### config.mk
export PLATFORM = sky130hd
export DESIGN_NAME = reset_timeout_sequencer
export DESIGN_NICKNAME = d
export VERILOG_FILES = /design/src/design/rts_pkg.sv /design/src/design/edge_counter.sv /design/src/design/reset_timeout_sequencer.sv
export VERILOG_INCLUDE_DIRS = /design/src /design/src/design
export SDC_FILE = /design/constraint.sdc
export NUM_CORES = 1
export LEC_CHECK = 0
export ABC_AREA = 1
export BUFFER_PORTS_ARGS = -buffer_cell sky130_fd_sc_hd__buf_2
export CORE_MARGIN = 2
export CORE_UTILIZATION = 37
export CTS_BUF_LIST = sky130_fd_sc_hd__clkbuf_2
export DETAILED_ROUTE_END_ITERATION = 8
export SYNTH_ARGS = -nofsm -noshare
export SYNTH_HDL_FRONTEND = slang
export SYNTH_HIERARCHICAL = 1
export SYNTH_SLANG_ARGS = --single-unit
### constraint.sdc
create_clock -name mclk_in -period 9 [get_ports mclk_in]
set_clock_uncertainty 0.15 [all_clocks]
set_input_delay 0.45 -clock mclk_in [delete_from_list [all_inputs] [get_ports mclk_in]]
set_output_delay 0.45 -clock mclk_in [all_outputs]
set_load 0.005 [all_outputs]
### src/design/rts_params.svh
// timing counts, register offsets and field positions of the sequencer
`ifndef RTS_PARAMS_SVH
`define RTS_PARAMS_SVH
`define CLK_FREQ_MHZ 50
`define PUD_TIME_US 72000
`define RC_TICK_NS 1000
`define PUD_TICKS (`PUD_TIME_US * 1000 / `RC_TICK_NS)
`define OST_CYCLES 1024
`define BOR_MIN_US 100
`define BOR_MIN_CYCLES (`BOR_MIN_US * `CLK_FREQ_MHZ)
`define OFS_CAUSE 5'h00
`define OFS_CORE_STATUS 5'h04
`define OFS_EV_STATUS 5'h08
`define OFS_EV_CLEAR 5'h0C
`define OFS_EV_ENABLE 5'h10
`define OFS_SEQ_STATE 5'h14
`define CAUSE_BOR_BIT 0
`define CAUSE_POR_BIT 1
`define STAT_TO_BIT 4
`define STAT_PD_BIT 3
`define EV_POR 0
`define EV_BOR 1
`define EV_WDT 2
`define EV_PIN 3
`define EV_RUN 4
`define EV_COUNT 5
`define MODE_LP 2'h0
`define MODE_XT 2'h1
`define MODE_HS 2'h2
`define MODE_RC 2'h3
`define VEC_RESET 13'h000
`define VEC_IRQ 13'h004
`endif

### src/design/rts_pkg.sv
// types shared by the reset timeout sequencer
package rts_pkg;
  typedef enum logic [2:0] {
    S_HOLD, S_POWER_UP_DELAY_TIMER, S_OST, S_PIN, S_RUN, S_SLEEP
  } seq_state_t;
  typedef enum logic [2:0] {
    SEL_CAUSE, SEL_CORE, SEL_EVST, SEL_EVCLR, SEL_EVEN, SEL_STATE, SEL_NONE
  } reg_sel_t;
endpackage

### src/design/edge_counter.sv
// counts rising edges of an asynchronous tick pin up to a terminal count
`timescale 1ns/1ns
`default_nettype none
module edge_counter #(
  parameter int unsigned TERMINAL = 1024
) (
  input wire logic mclk_in,
  input wire logic rst_n_in,
  input wire logic pin_in,
  input wire logic run_in,
  output logic done_out
);
  localparam int W = $clog2(TERMINAL + 1);
  logic [2:0] sync;
  logic [W-1:0] count;
  logic rise;

  // two flops before use, third only keeps history for the edge
  always_ff @(posedge mclk_in or negedge rst_n_in)
    if (!rst_n_in)
      sync <= 3'h0;
    else
      sync <= {sync[1:0], pin_in};

  assign rise = sync[1] & ~sync[2];

  // dropping run clears the count, so a restart always runs in full
  always_ff @(posedge mclk_in or negedge rst_n_in)
    if (!rst_n_in)
      count <= '0;
    else if (!run_in)
      count <= '0;
    else if (rise && !done_out)
      count <= count + 1'b1;

  always_ff @(posedge mclk_in or negedge rst_n_in)
    if (!rst_n_in)
      done_out <= 1'b0;
    else if (!run_in)
      done_out <= 1'b0;
    else if (rise && count == W'(TERMINAL - 1))
      done_out <= 1'b1;
endmodule
`default_nettype wire

### src/design/reset_timeout_sequencer.sv
// reset timeout sequencer: power-up delay, oscillator settle, brown-out
//
// Design decisions made here: the register addresses and register access over Avalon-MM.
`timescale 1ns/1ns
`default_nettype none
`include "rts_params.svh"
// Function
// - after power-on the delay timer runs a nominal 72 ms on RC ticks
// - chip held in reset while delay runs; a config bit enables it
// - after the delay, or at once if disabled, count 1024 oscillator edges
// - settle count only in crystal modes, after power-on, brown-out or wake
// - enabled brown-out resets after supply low longer than 100 us
// - after brown-out, hold until supply recovers, then run full delay
// - brown-out during the delay restarts it once supply recovers
// - brown-out enable forces the power-up delay on
// - delay enable is active low; mode table sets delay and count
// - leave reset at end of settle count, or of delay if no count
// - delays expire under a low reset pin; release runs at once
// - cause bit 0 cleared by brown-out, set by software
// - cause bit 1 cleared on power-on only, set by software
// - expiry and power-down flags follow the reset and wake cause
// - resets restart at 000h; wake at next address or 0004h
// - power-on core status reads 0001 1xxx, low bits zero here
module reset_timeout_sequencer
  import rts_pkg::*;
#(
  parameter int unsigned PUD_TICKS = `PUD_TICKS,
  parameter int unsigned OST_CYCLES = `OST_CYCLES,
  parameter int unsigned BOR_MIN_CYCLES = `BOR_MIN_CYCLES
) (
  input wire logic mclk_in,
  input wire logic arst_n_in,
  input wire logic [4:0] avs_address_in,
  input wire logic avs_read_in,
  input wire logic avs_write_in,
  input wire logic [31:0] avs_writedata_in,
  output logic [31:0] avs_readdata_out,
  output logic avs_waitrequest_out,
  input wire logic por_detect_in,
  input wire logic brownout_low_in,
  input wire logic external_reset_pin_n_in,
  input wire logic rc_tick_in,
  input wire logic oscillator_input_pin_in,
  input wire logic [1:0] osc_mode_in,
  input wire logic brownout_detect_enable_in,
  input wire logic power_up_delay_enable_n_in,
  input wire logic sleep_enter_in,
  input wire logic wake_irq_in,
  input wire logic watchdog_expire_in,
  input wire logic global_irq_enable_in,
  input wire logic [12:0] sleep_pc_in,
  output logic core_reset_out,
  output logic restart_load_out,
  output logic [12:0] restart_vector_out,
  output logic watchdog_expiry_flag_out,
  output logic power_down_flag_out,
  output logic irq_out
);
  localparam int BW = $clog2(BOR_MIN_CYCLES + 1);
  logic [1:0] rst_sync;
  logic rst_n;
  logic [6:0] pin_s1, pin_s2;
  logic por_s, bo_low, pin_high, bor_en, power_up_delay_timer_en_n;
  logic [1:0] mode;
  logic xtal, power_up_delay_timer_eff, power_up_delay_timer_done, ost_done, bor_trip, waking;
  logic [BW-1:0] bor_cnt;
  seq_state_t state, next_state;
  logic [1:0] cause;
  logic [`EV_COUNT-1:0] ev_status, ev_enable, ev_set;
  logic wait_q, req, wake_ev;
  reg_sel_t sel;
  logic [7:0] core_view;

  // reset release through two flops
  always_ff @(posedge mclk_in or negedge arst_n_in)
    if (!arst_n_in)
      rst_sync <= 2'h0;
    else
      rst_sync <= {rst_sync[0], 1'b1};
  assign rst_n = rst_sync[1];

  // pins and config straps are asynchronous; config is static in use
  always_ff @(posedge mclk_in or negedge rst_n)
    if (!rst_n)
    begin
      pin_s1 <= 7'h00;
      pin_s2 <= 7'h00;
    end
    else
    begin
      pin_s1 <= {por_detect_in, brownout_low_in, external_reset_pin_n_in,
        brownout_detect_enable_in, power_up_delay_enable_n_in, osc_mode_in};
      pin_s2 <= pin_s1;
    end
  assign {por_s, bo_low, pin_high, bor_en, power_up_delay_timer_en_n, mode} = pin_s2;

  // settle count applies only to the crystal modes
  assign xtal = (mode != `MODE_RC);
  // brown-out enable overrides the active low delay enable
  assign power_up_delay_timer_eff = !power_up_delay_timer_en_n || bor_en;

  // brown-out qualifier: a dip shorter than the minimum is ignored
  always_ff @(posedge mclk_in or negedge rst_n)
    if (!rst_n)
      bor_cnt <= '0;
    else if (!(bor_en && bo_low))
      bor_cnt <= '0;
    else if (bor_cnt != BW'(BOR_MIN_CYCLES))
      bor_cnt <= bor_cnt + 1'b1;
  assign bor_trip = bor_en && bo_low && bor_cnt == BW'(BOR_MIN_CYCLES - 1);

  // delay timer counts RC ticks only, never the main clock
  edge_counter #(.TERMINAL(PUD_TICKS)) u_power_up_delay_timer (
    .mclk_in(mclk_in),
    .rst_n_in(rst_n),
    .pin_in(rc_tick_in),
    .run_in(state == S_POWER_UP_DELAY_TIMER),
    .done_out(power_up_delay_timer_done)
  );

  // settle counter counts edges of the oscillator pin
  edge_counter #(.TERMINAL(OST_CYCLES)) u_ost (
    .mclk_in(mclk_in),
    .rst_n_in(rst_n),
    .pin_in(oscillator_input_pin_in),
    .run_in(state == S_OST),
    .done_out(ost_done)
  );

  assign wake_ev = wake_irq_in || watchdog_expire_in;

  // sequence: power-on and brown-out win over everything else
  always_comb
  begin
    next_state = state;
    case (state)
      S_HOLD:
        if (!(bor_en && bo_low))
          next_state = power_up_delay_timer_eff ? S_POWER_UP_DELAY_TIMER : (xtal ? S_OST : S_PIN);
      S_POWER_UP_DELAY_TIMER:
        if (power_up_delay_timer_done)
          next_state = xtal ? S_OST : S_PIN;
      S_OST:
        if (ost_done)
          next_state = waking ? S_RUN : S_PIN;
      S_PIN:
        if (pin_high)
          next_state = S_RUN;
      S_RUN:
        if (!pin_high || watchdog_expire_in)
          next_state = S_PIN;
        else if (sleep_enter_in)
          next_state = S_SLEEP;
      S_SLEEP:
        if (!pin_high)
          next_state = S_PIN;
        else if (wake_ev)
          next_state = xtal ? S_OST : S_RUN;
      default:
        next_state = S_HOLD;
    endcase
    if (por_s || bor_trip || (state == S_HOLD && bor_en && bo_low))
      next_state = S_HOLD;
  end

  always_ff @(posedge mclk_in or negedge rst_n)
    if (!rst_n)
      state <= S_HOLD;
    else
      state <= next_state;

  // waking marks a settle count entered from sleep, not from reset
  always_ff @(posedge mclk_in or negedge rst_n)
    if (!rst_n)
      waking <= 1'b0;
    else if (state == S_SLEEP && next_state == S_OST)
      waking <= 1'b1;
    else if (next_state != S_OST)
      waking <= 1'b0;

  // core held in reset outside run and sleep
  always_ff @(posedge mclk_in or negedge rst_n)
    if (!rst_n)
      core_reset_out <= 1'b1;
    else
      core_reset_out <= !(next_state == S_RUN || next_state == S_SLEEP);

  // restart address loads when the core starts running again
  always_ff @(posedge mclk_in or negedge rst_n)
    if (!rst_n)
    begin
      restart_load_out <= 1'b0;
      restart_vector_out <= `VEC_RESET;
    end
    else
    begin
      restart_load_out <= next_state == S_RUN && state != S_RUN;
      if (next_state == S_HOLD || next_state == S_PIN)
        restart_vector_out <= `VEC_RESET;
      else if (state == S_SLEEP && wake_ev)
        restart_vector_out <= (wake_irq_in && global_irq_enable_in) ?
          `VEC_IRQ : sleep_pc_in + 13'h001;
    end

  // expiry and power-down flags; sleep entry sets expiry, clears power-down
  always_ff @(posedge mclk_in or negedge rst_n)
    if (!rst_n)
    begin
      watchdog_expiry_flag_out <= 1'b1;
      power_down_flag_out <= 1'b1;
    end
    else if (por_s || bor_trip)
    begin
      watchdog_expiry_flag_out <= 1'b1;
      power_down_flag_out <= 1'b1;
    end
    else if (state == S_RUN && pin_high && watchdog_expire_in)
    begin
      watchdog_expiry_flag_out <= 1'b0;
      power_down_flag_out <= 1'b1;
    end
    else if (state == S_SLEEP && pin_high && watchdog_expire_in)
    begin
      watchdog_expiry_flag_out <= 1'b0;
      power_down_flag_out <= 1'b0;
    end
    else if (state == S_SLEEP && (!pin_high || wake_irq_in))
    begin
      watchdog_expiry_flag_out <= 1'b1;
      power_down_flag_out <= 1'b0;
    end
    else if (state == S_RUN && sleep_enter_in && pin_high)
    begin
      watchdog_expiry_flag_out <= 1'b1;
      power_down_flag_out <= 1'b0;
    end

  assign core_view = {3'h0, watchdog_expiry_flag_out,
    power_down_flag_out, 3'h0};

  // bus slave: one wait cycle on every access, then the answer
  function automatic reg_sel_t decode(input logic [4:0] a);
    if (a == `OFS_CAUSE)
      decode = SEL_CAUSE;
    else if (a == `OFS_CORE_STATUS)
      decode = SEL_CORE;
    else if (a == `OFS_EV_STATUS)
      decode = SEL_EVST;
    else if (a == `OFS_EV_CLEAR)
      decode = SEL_EVCLR;
    else if (a == `OFS_EV_ENABLE)
      decode = SEL_EVEN;
    else if (a == `OFS_SEQ_STATE)
      decode = SEL_STATE;
    else
      decode = SEL_NONE;
  endfunction

  assign req = avs_read_in || avs_write_in;
  assign sel = decode(avs_address_in);

  always_ff @(posedge mclk_in or negedge rst_n)
    if (!rst_n)
      wait_q <= 1'b1;
    else
      wait_q <= !(req && wait_q);
  assign avs_waitrequest_out = wait_q;

  // read data captured in the wait cycle, stands on the answer edge
  always_ff @(posedge mclk_in or negedge rst_n)
    if (!rst_n)
      avs_readdata_out <= 32'h0000_0000;
    else if (avs_read_in && wait_q)
    begin
      if (sel == SEL_CAUSE)
        avs_readdata_out <= {30'h0, cause};
      else if (sel == SEL_CORE)
        avs_readdata_out <= {24'h0, core_view};
      else if (sel == SEL_EVST)
        avs_readdata_out <= {27'h0, ev_status};
      else if (sel == SEL_EVEN)
        avs_readdata_out <= {27'h0, ev_enable};
      else if (sel == SEL_STATE)
        avs_readdata_out <= {29'h0, state};
      else
        avs_readdata_out <= 32'h0000_0000;
    end

  // cause bits: hardware clears, software sets; hardware wins a tie
  always_ff @(posedge mclk_in or negedge rst_n)
    if (!rst_n)
      cause <= 2'h0;
    else
    begin
      if (avs_write_in && !wait_q && decode(avs_address_in) == SEL_CAUSE)
        cause <= avs_writedata_in[1:0];
      if (por_s)
        cause[`CAUSE_POR_BIT] <= 1'b0;
      if (bor_trip)
        cause[`CAUSE_BOR_BIT] <= 1'b0;
    end

  always_comb
  begin
    ev_set = '0;
    ev_set[`EV_POR] = por_s;
    ev_set[`EV_BOR] = bor_trip;
    ev_set[`EV_WDT] = state == S_RUN && watchdog_expire_in;
    ev_set[`EV_PIN] = (state == S_RUN || state == S_SLEEP) && !pin_high;
    ev_set[`EV_RUN] = next_state == S_RUN && state != S_RUN;
  end

  // sticky events: a set in the clearing cycle survives
  always_ff @(posedge mclk_in or negedge rst_n)
    if (!rst_n)
      ev_status <= '0;
    else if (avs_write_in && !wait_q && sel == SEL_EVCLR)
      ev_status <= (ev_status & ~avs_writedata_in[`EV_COUNT-1:0]) | ev_set;
    else
      ev_status <= ev_status | ev_set;

  always_ff @(posedge mclk_in or negedge rst_n)
    if (!rst_n)
      ev_enable <= '0;
    else if (avs_write_in && !wait_q && sel == SEL_EVEN)
      ev_enable <= avs_writedata_in[`EV_COUNT-1:0];

  always_ff @(posedge mclk_in or negedge rst_n)
    if (!rst_n)
      irq_out <= 1'b0;
    else
      irq_out <= |(ev_status & ev_enable);
endmodule
`default_nettype wire

* Yosys cells after proc, flatten, opt, wreduce, memory -nomap -nowiden
Cells that the tools add are included.
** Word-level totals
- Register bits after elaboration :: 132
- Bits of input ports :: 67
- Output and inout port bits :: 51
- Word-level logic and storage cells :: 176
** Operators by class
- Add/sub/neg operators :: 4
- Equal/unequal tests :: 31
- Multiplexer cells :: 54
- Bitwise logic cells :: 9
- Reductions and logical operators :: 54
** Operator list (count)
- 32-bit 2-to-1 mux :: 3
- 13-bit 2-to-1 mux :: 5
- 3-bit 2-to-1 mux :: 18
- 17-bit 2-to-1 mux :: 2
- 1-bit logical AND :: 27
- 13-bit by 1-bit adder with 13-bit output (second input constant) :: 2
- 11-bit 2-to-1 mux :: 2
- 1-bit 2-to-1 mux :: 19
- 3-bit by 2-bit equality test with 1-bit output (second input constant) :: 6
- 3-bit equality test (second input constant) :: 6
- 3-bit one-hot mux with 6 select lines :: 1
- 17-bit by 1-bit adder with 17-bit output (second input constant) :: 1
- 17-bit equality test (second input constant) :: 1
- 13-bit equality test (second input constant) :: 1
- 13-bit inequality test (second input constant) :: 1
- 11-bit by 1-bit adder with 11-bit output (second input constant) :: 1
- 11-bit by 10-bit equality test with 1-bit output (second input constant) :: 1
- 5-bit AND :: 2
- 5-bit by 4-bit equality test with 1-bit output (second input constant) :: 2
- 5-bit equality test (second input constant) :: 2
- 1-bit logical OR :: 10
- 5-bit 2-to-1 mux :: 2
- 2-bit inequality test (second input constant) :: 5
- 5-bit OR :: 2
- other kinds (15) :: 30

* Logic depth before layout (Yosys ltp)
Gate-level depths: netlist of the first run.
- Word-level depth :: 13
- Depth in mapped cells :: 12
- Gate-level depth less buffers :: 11

* Modules after synthesis
Netlist of the first run, hierarchy kept.
** Modules (own cells, without submodules)
- reset_timeout_sequencer :: times used 1, cells an instance 476, area each 3648.5 µm², seq. area each 1731.7 µm²
- edge_counter at u_power_up_delay_timer :: times used 1, cells an instance 148, area each 1143.6 µm², seq. area each 525.5 µm²
- edge_counter at u_ost :: times used 1, cells an instance 98, area each 757.0 µm², seq. area each 375.4 µm²

* Worst setup path after synthesis of the first run
No wires, ideal clock.
- Path kind :: input-to-reg
- Start point :: input port avs_address_in[1]
- End point :: register avs_readdata_out[4]
- Library setup time :: 0.065 ns
- Arrival :: 1.403 ns
- Required time :: 8.785 ns
- Setup slack :: 7.382 ns
- Cell stages on the path :: 7
- Buffers on the path :: 0
- Cell sequence :: nor2_1 > inv_1 > nor4_1 > nand2_1 > o211ai_1 > nand2_1 > nand2_1
** Between the ends
- Longest elaborated chain between the ends :: 12
- Elaborated cells between the ends (all ways) :: 20
- Classes of those cells :: eq/ne: 8; mux: 10; reduce/logical: 2
** Ends and longest elaborated chain
- start: declaration :: RTL line reset_timeout_sequencer.sv:33 : input wire logic [4:0] avs_address_in,
- 5-bit equality test (no line)
- 2-bit 2-to-1 mux :: RTL line reset_timeout_sequencer.sv:253 : else if (a == `OFS_SEQ_STATE)
- 3-bit 2-to-1 mux :: RTL line reset_timeout_sequencer.sv:251 : else if (a == `OFS_EV_ENABLE)
- 3-bit 2-to-1 mux :: RTL line reset_timeout_sequencer.sv:249 : else if (a == `OFS_EV_CLEAR)
- 3-bit 2-to-1 mux :: RTL line reset_timeout_sequencer.sv:247 : else if (a == `OFS_EV_STATUS)
- 3-bit 2-to-1 mux :: RTL line reset_timeout_sequencer.sv:245 : else if (a == `OFS_CORE_STATUS)
- 3-bit 2-to-1 mux (*) :: RTL line reset_timeout_sequencer.sv:243 : if (a == `OFS_CAUSE)
- 3-bit equality test :: RTL line reset_timeout_sequencer.sv:281 : else if (sel == SEL_EVEN)
- 5-bit 2-to-1 mux :: RTL line reset_timeout_sequencer.sv:281
- 32-bit 2-to-1 mux :: RTL line reset_timeout_sequencer.sv:279 : else if (sel == SEL_EVST)
- 32-bit 2-to-1 mux :: RTL line reset_timeout_sequencer.sv:277 : else if (sel == SEL_CORE)
- 32-bit 2-to-1 mux (*) :: RTL line reset_timeout_sequencer.sv:275 : if (sel == SEL_CAUSE)
- end signal: assignment :: RTL line reset_timeout_sequencer.sv:276 : avs_readdata_out <= {30'h0, cause};
- end signal: assignment :: RTL line reset_timeout_sequencer.sv:278 : avs_readdata_out <= {24'h0, core_view};
- end signal: assignment :: RTL line reset_timeout_sequencer.sv:280 : avs_readdata_out <= {27'h0, ev_status};
- end: declaration :: RTL line reset_timeout_sequencer.sv:37 : output logic [31:0] avs_readdata_out,
Every way passes the cells marked *; elsewhere a longest branch is shown, timed or not.
A chain may end at the register's enable or synchronous reset.

* Worst setup path in the final report of the first run
- Start point :: register wait_q, in the netlist avs_waitrequest_out
- End point :: register cause[1]
** Between the ends
- Longest elaborated chain between the ends :: 4
** Ends and longest elaborated chain
- start: declaration :: RTL line reset_timeout_sequencer.sv:70 : logic wait_q, req, wake_ev;
- start signal: assignment :: RTL line reset_timeout_sequencer.sv:266 : wait_q <= !(req && wait_q);
- 1-bit logical NOT :: RTL line reset_timeout_sequencer.sv:295 : if (avs_write_in && !wait_q && decode(avs_address_in) == SEL_CAUSE)
- 1-bit logical AND (2 in a row) :: RTL line reset_timeout_sequencer.sv:295
- 2-bit nonzero test (no line)
- end signal: assignment :: RTL line reset_timeout_sequencer.sv:296 : cause <= avs_writedata_in[1:0];
- end: declaration :: RTL line reset_timeout_sequencer.sv:68 : logic [1:0] cause;
No other way between the ends.

==> impl_metrics.csv, run 1 <==
group,metric,value,unit
status,status,"complete, no violations",
pwr,p_total,0.000828,W
sta,finalSetupTns,0,ns
global_routing,grt_pass1_vias,4293,
synthesis,synth_top_area_share,45.5,%
clock_tree,cts-htree-levels,3,
setup_path,crit_buf_inv,1,
sta,period_minus_slack,2.11,ns
die,fp.dieArea,16000,um2
finish,drive_above_1_share,14.6,%
die,num_rows,44,
finish,layout.nets,883,
setup_path,endpoint_kind,"flop",
synthesis,seq_area_frac_synth,47.4,%
setup_path,cpMaxStageDelayCell,"dlygate4sd3_1",
die,start_util,38.0,%
global_routing,grt_use_total,14.9,%
synthesis,synth_area,5550,um2
synthesis,synthCells,722,
synthesis,yosysWarnings,6,
sta,clock.fmax,474,MHz
place,dpl.cell_count,960,
synthesis,avgSynthCellArea,7.69,um2
drt,via_count,4538,
synthesis,ys_ff_latch,105,
pwr,internal_power,0.000597,W
setup_path,crit_arrival,2.54,ns
clock_tree,postCtsSetupRepairBufs,0,
finish,final_util,43.2,%
finish,seq_area,2640,um2
finish,fill_cells,1498,
sta,worstMarginPinSlew,0.810,ns
clock_tree,cts_tree,"built",
min_path,min-delay-path-class,"in2reg",
finish,layout_common_cells,"nand2_1 (180), dfrtp_1 (100), inv_1 (98)",
global_routing,grt_overflow_total,0,
setup_path,cp.required,9.43,ns
setup_path,max_stage_delay,0.55,ns
synthesis,synth_top_area_cell,"dfrtp_1",
pwr,switching_share,27.9,%
synthesis,synth_cell_types,40,
synthesis,yosys-top-cells-area,"dfrtp_1 (46%), nand2_1 (12%), inv_1 (6.6%)",
pwr,sequentialPowerShare,61.6,%
drt,drt_wl_total,11.2,mm
clock_tree,path_clk_slew,0.28,ns
sta,rsz0062_at_grt,"false",
die,die_w,126,um
pwr,powerDensity,132,nW/um2
sta,hold_violations,0,
clock_tree,cts-buffers-inserted,9,
setup_path,path_class,"reg2reg",
global_routing,grt_max_degree,63,
global_routing,antenna_found_initial,1,
drt,drcViolationCount,0,
place,gp_congestion,0.840,
sta,whs,0.0578,ns
setup_path,worstPathMaxFanout,4,
drt,drtPass1Iterations,4,
pwr,p_sw,0.000231,W
clock_tree,clock_latency,0.61,ns
clock_tree,cts_root_buf,"clkbuf_2",
die,ios,118,
drt,detail-route-antenna-nets,0,
drt,vias_per_cell,4.53,
pwr,clockPowerShare,26.5,%
place,post-dp-hpwl,8.11,mm
global_routing,grt_pass1_wl,19.6,mm
pwr,vdd_drop_max,0.0000761,V
drt,first_iter_violations,274,
pwr,p_leak,3.23,nW
drt,wl_per_cell,11.2,um
run,drv_cap,0,
setup_path,path_delay_family,"simple AND/OR/NAND/NOR gates",
setup_path,cp_cell_sequence,"or2_2 -> nor3_1 -> o21ai_0 -> a21oi_1 -> dlygate4sd3_1",
die,core_area,14600,um2
sta,slew_violations,0,
clock_tree,clock_sinks,105,
finish,fin_cells,1001,
place,port-buffer-count,63,
die,die_h,126,um
finish,layout_commonest_cell,"nand2_1",
setup_path,cp-start-kind,"flop",
clock_tree,clock_path_buffers,2,
finish,multi_input_comb_area,2370,um2
sta,relSlewSlack,45.5,%
sta,finalSetupViolations,0,
finish,area_growth,13.5,%
sta,post-route-period-util,23.4,%
pwr,p_comb_share,11.9,%
==> logic make-up after synthesis <==
logic type | share of synthesized area (%)
AOI/OAI and AO/OA | 9.04
xor gates and xnor gates | 0.631
adders and majority gates | 1.13
buffers and inverters | 11.6
DFF | 47.4
other | 0.135
and+or+nand+nor | 30.0
==> power groups by stage <==
| stage | combinational [W] | sequential (W) | clock [W] |
|---|---|---|---|
| final | 0.0000983 | 0.000510 | 0.000220 |
| after global placement | 0.0000889 | 0.000518 | 0 |
| after CTS | 0.0000989 | 0.000511 | 0.000234 |
| after floorplan | 0.0000678 | 0.000517 | 0 |
| after detailed placement | 0.0000899 | 0.000518 | 0 |
| after global routing | 0.000114 | 0.000515 | 0.000253 |
==> area by class of cell <==
type / instances / area share [%]
diodes: 1 / 0.0397
repair buffers: 88 / 8.94
clock inverters: 5 / 0.874
inverters: 103 / 6.14
well taps: 184 / 3.66
clock buffers: 11 / 0.874
flip-flops and latches: 105 / 41.9
multi-input cells: 504 / 37.6
==> state kept, by name, indices dropped and copies added (netlist names), 5 cells and up <==
signal	count
restart_vector_out	13
u_ost/count	11
pin_s2	7
ev_enable	5
pin_s1	7
u_power_up_delay_timer/count	17
bor_cnt	13
avs_readdata_out	5
ev_status	5
==> what timing repair did <==
action                                 in CTS  in global routing
endpoints found under the hold margin      27                  1
resized for setup                           0                  0
hold buffers                               23                  1
==> path summary, 6_finish.rpt <==
path / from / to / slack [ns] / cells after the start
max: avs_waitrequest_out / cause[1] / 6.89 / 5
min: avs_address_in[4] / avs_readdata_out[0] / 0.06 / 4
max reg2reg: avs_waitrequest_out / cause[1] / 6.89 / 5
min reg2reg: rst_sync[1] / bor_cnt[1] / 0.16 / 0
max in group asynchronous: rst_sync[1] / u_power_up_delay_timer/count[12] / 7.35 / 1
min in group asynchronous: rst_sync[1] / bor_cnt[1] / 0.16 / 0
==> metrics by stage <==
step / worst slack [ns] / instance area (um2)
6_report: 6.89 / 6300
5_1_grt: 6.70 / 6300
4_1_cts: 6.85 / 6280
3_5_place_dp: 6.98 / 5940
3_3_place_gp: 7.01 / 5940
2_1_floorplan: 5.72 / 5650
==> per-layer routing <==
layer,GRT usage [%],share of wire (%)
met1,19.8,48
met2,23.7,46
met3,4.30,4.5
met4,4.78,1.1
met5,0,0
==> tightest hold or removal path: cells and delay by family <==
family          cells  cell delay (ns)
compound gates      2             0.19
buf+inv             1             0.12
simple gates        1             0.07
==> cell usage after synthesis, drive strengths merged <==
library cell	n
nand2	187
inv	103
dfrtp	101
nor2	97
nand3	60
o21ai	47
a21oi	36
buf	33
nand4	11
nor3	11
ha	5
dfstp	4
clkbuf	3
o21bai	3
or2	3
xor2	3
a31oi	2
and3	2
conb	2
a21boi	1
a221oi	1
a22o	1
and2	1
nand3b	1
nor4	1
o211ai	1
o31ai	1
xnor2	1
Power figures use the tool's default switching activity.
==> run 2: changes to the inputs <==
- clock period: 9 -> 2.01 ns (I/O delays scaled with it)
==> run 2 against run 1 <==
Net effect: non-clock buffer count is 55 higher; combinational power grew to 5.5 times the previous value; total power grew to 4.6 times the previous value; setup slack worse by 6.9 ns; via count rose by 5.7%; hold slack better by 0.055 ns; final cell count grew 5.5%; global-route usage increased by 0.76 points.
==> impl_metrics.csv, run 2 (synthesized netlist as in run 1, its figures left out) <==
group,metric,value,unit
pwr,powerDensity,551,nW/um2
sta,rsz0062_at_grt,"false",
sta,post-route-period-util,98.2,%
sta,slew_violations,0,
place,port-buffer-count,63,
drt,drtPass1Iterations,5,
global_routing,grt_max_degree,49,
finish,registers.top_by_ff_count,"u_power_up_delay_timer/count",
drt,vias_per_cell,4.54,
clock_tree,cts_root_buf,"clkbuf_2",
global_routing,grt_overflow_total,0,
clock_tree,cts-buffers-inserted,9,
drt,via_count,4797,
setup_path,path_class,"in2reg",
clock_tree,cts-htree-levels,3,
min_path,min-delay-path-class,"in2async",
clock_tree,path_clk_slew,0.28,ns
finish,layout_common_cells,"nand2_1 (179), inv_1 (98), dfrtp_1 (98)",
status,status,"complete, no violations",
drt,first_iter_violations,266,
sta,hold_violations,0,
sta,whs,0.112,ns
drt,drcViolationCount,0,
drt,drt_wl_total,11.9,mm
finish,fill_cells,1428,
pwr,p_leak,3.47,nW
run,drv_cap,0,
die,fp.dieArea,16000,um2
sta,finalSetupTns,0,ns
sta,clock.fmax,507,MHz
global_routing,grt_use_total,15.7,%
finish,drive_above_1_share,15.6,%
die,die_w,126,um
clock_tree,clock_sinks,105,
finish,reg_top3,"u_power_up_delay_timer/count: 17 flops, bor_cnt: 13 flops, restart_vector_out: 13 flops",
place,post-dp-hpwl,8.37,mm
clock_tree,clock_latency,0.63,ns
global_routing,antenna_found_initial,1,
setup_path,worstPathMaxFanout,7,
setup_path,cp-start-kind,"input port",
die,num_rows,44,
finish,layout.nets,938,
die,die_h,126,um
finish,layout_commonest_cell,"nand2_1",
finish,area_growth,23.5,%
sta,finalSetupViolations,0,
die,start_util,38.0,%
global_routing,grt_pass1_wl,20.6,mm
setup_path,endpoint_kind,"flop",
drt,detail-route-antenna-nets,0,
clock_tree,cts_tree,"built",
sta,period_minus_slack,1.97,ns
place,gp_congestion,0.844,
pwr,vdd_drop_max,0.000525,V
setup_path,cp.required,2.42,ns
clock_tree,clock_path_buffers,2,
die,ios,118,
finish,largest_reg_flops,17,
global_routing,grt_pass1_vias,4611,
drt,wl_per_cell,11.3,um
die,core_area,14600,um2
setup_path,crit_arrival,2.38,ns
==> run 2: cell count changes in the layout (fill, tap and decap cells not counted), sizes merged <==
cell	before	now
buf	64	76
bufinv	1	0
clkbuf	11	9
clkinvlp	1	2
dlygate4sd3	24	66
dlymetal6s4s	0	1
inv	104	106
==> run 2: through the flow <==
stage                     instance area, um2  total power, W  util [%]  worst slack [ns]  instances
after floorplan                         5650         0.00262         -             0.104        748
after global placement                  6040         0.00274      41.4             0.223        971
after detailed placement                6040         0.00274      41.4             0.199        971
final                                   6850         0.00377      47.0            0.0371       1056
after global routing                    6850         0.00402      47.0           0.00416       1056
after CTS                               6820         0.00383      46.7            0.0475       1054
==> run 2: critical path, stage by stage <==
cell and delay (ns):
dlygate4sd3_1 0.52, buf_2 0.15, inv_1 0.07, nor2_1 0.10, dlygate4sd3_1 0.60, nand2_2 0.12, nand2_1 0.08, o21ai_0 0.08
dlygate4sd3_1 0.57
==> run 2: timing repair <==
item | 4_1_cts | 5_1_grt
endpoints found under the setup margin | 0 | 19
gates resized for setup | 0 | 5
hold buffers | 67 | 0
setup buffers | 0 | 1
hold endpoints to repair | 50 | 0
==> run 2: per-layer routing <==
layer	global-route usage [%]	part of all wire, %	up-vias
li1	-	-	2512
met1	20.1	47	2161
met2	26.2	47	101
met3	4.09	4.3	23
met4	4.72	1.8	0
met5	0	0	-
==> run 2: path summary, 6_finish.rpt <==
path,depth (start not counted),to,start,slack [ns]
worst max-delay path,9,ev_enable[4],avs_address_in[4],0.04
worst min-delay path,3,rst_sync[1],arst_n_in,0.11
worst max register to register,6,ev_enable[4],avs_waitrequest_out,0.12
worst min register to register,0,u_power_up_delay_timer/count[16],rst_sync[1],0.12
max in group asynchronous,1,restart_vector_out[10],rst_sync[1],0.96
min in group mclk_in,4,cause[0],avs_writedata_in[0],0.11
==> run 2: where the power goes <==
part,total (W),switching (W),internal [W],leakage (nW)
Clock,0.000950,0.000760,0.000191,0.0639
Sequential,0.00228,0.0000714,0.00221,1.37
Combinational,0.000544,0.000294,0.000251,2.03
Total,0.00377,0.00112,0.00265,3.47
==> run 2: layout make-up <==
type	count	area, um2	share of cell area [%]
inverter	103	387	5.64
clock buffer	9	45.0	0.657
clock inverter	7	62.6	0.913
timing repair buffer	143	1110	16.2
antenna	1	2.50	0.0365
multi-input combinational	504	2380	34.7
tap	184	230	3.36
sequential	105	2640	38.5
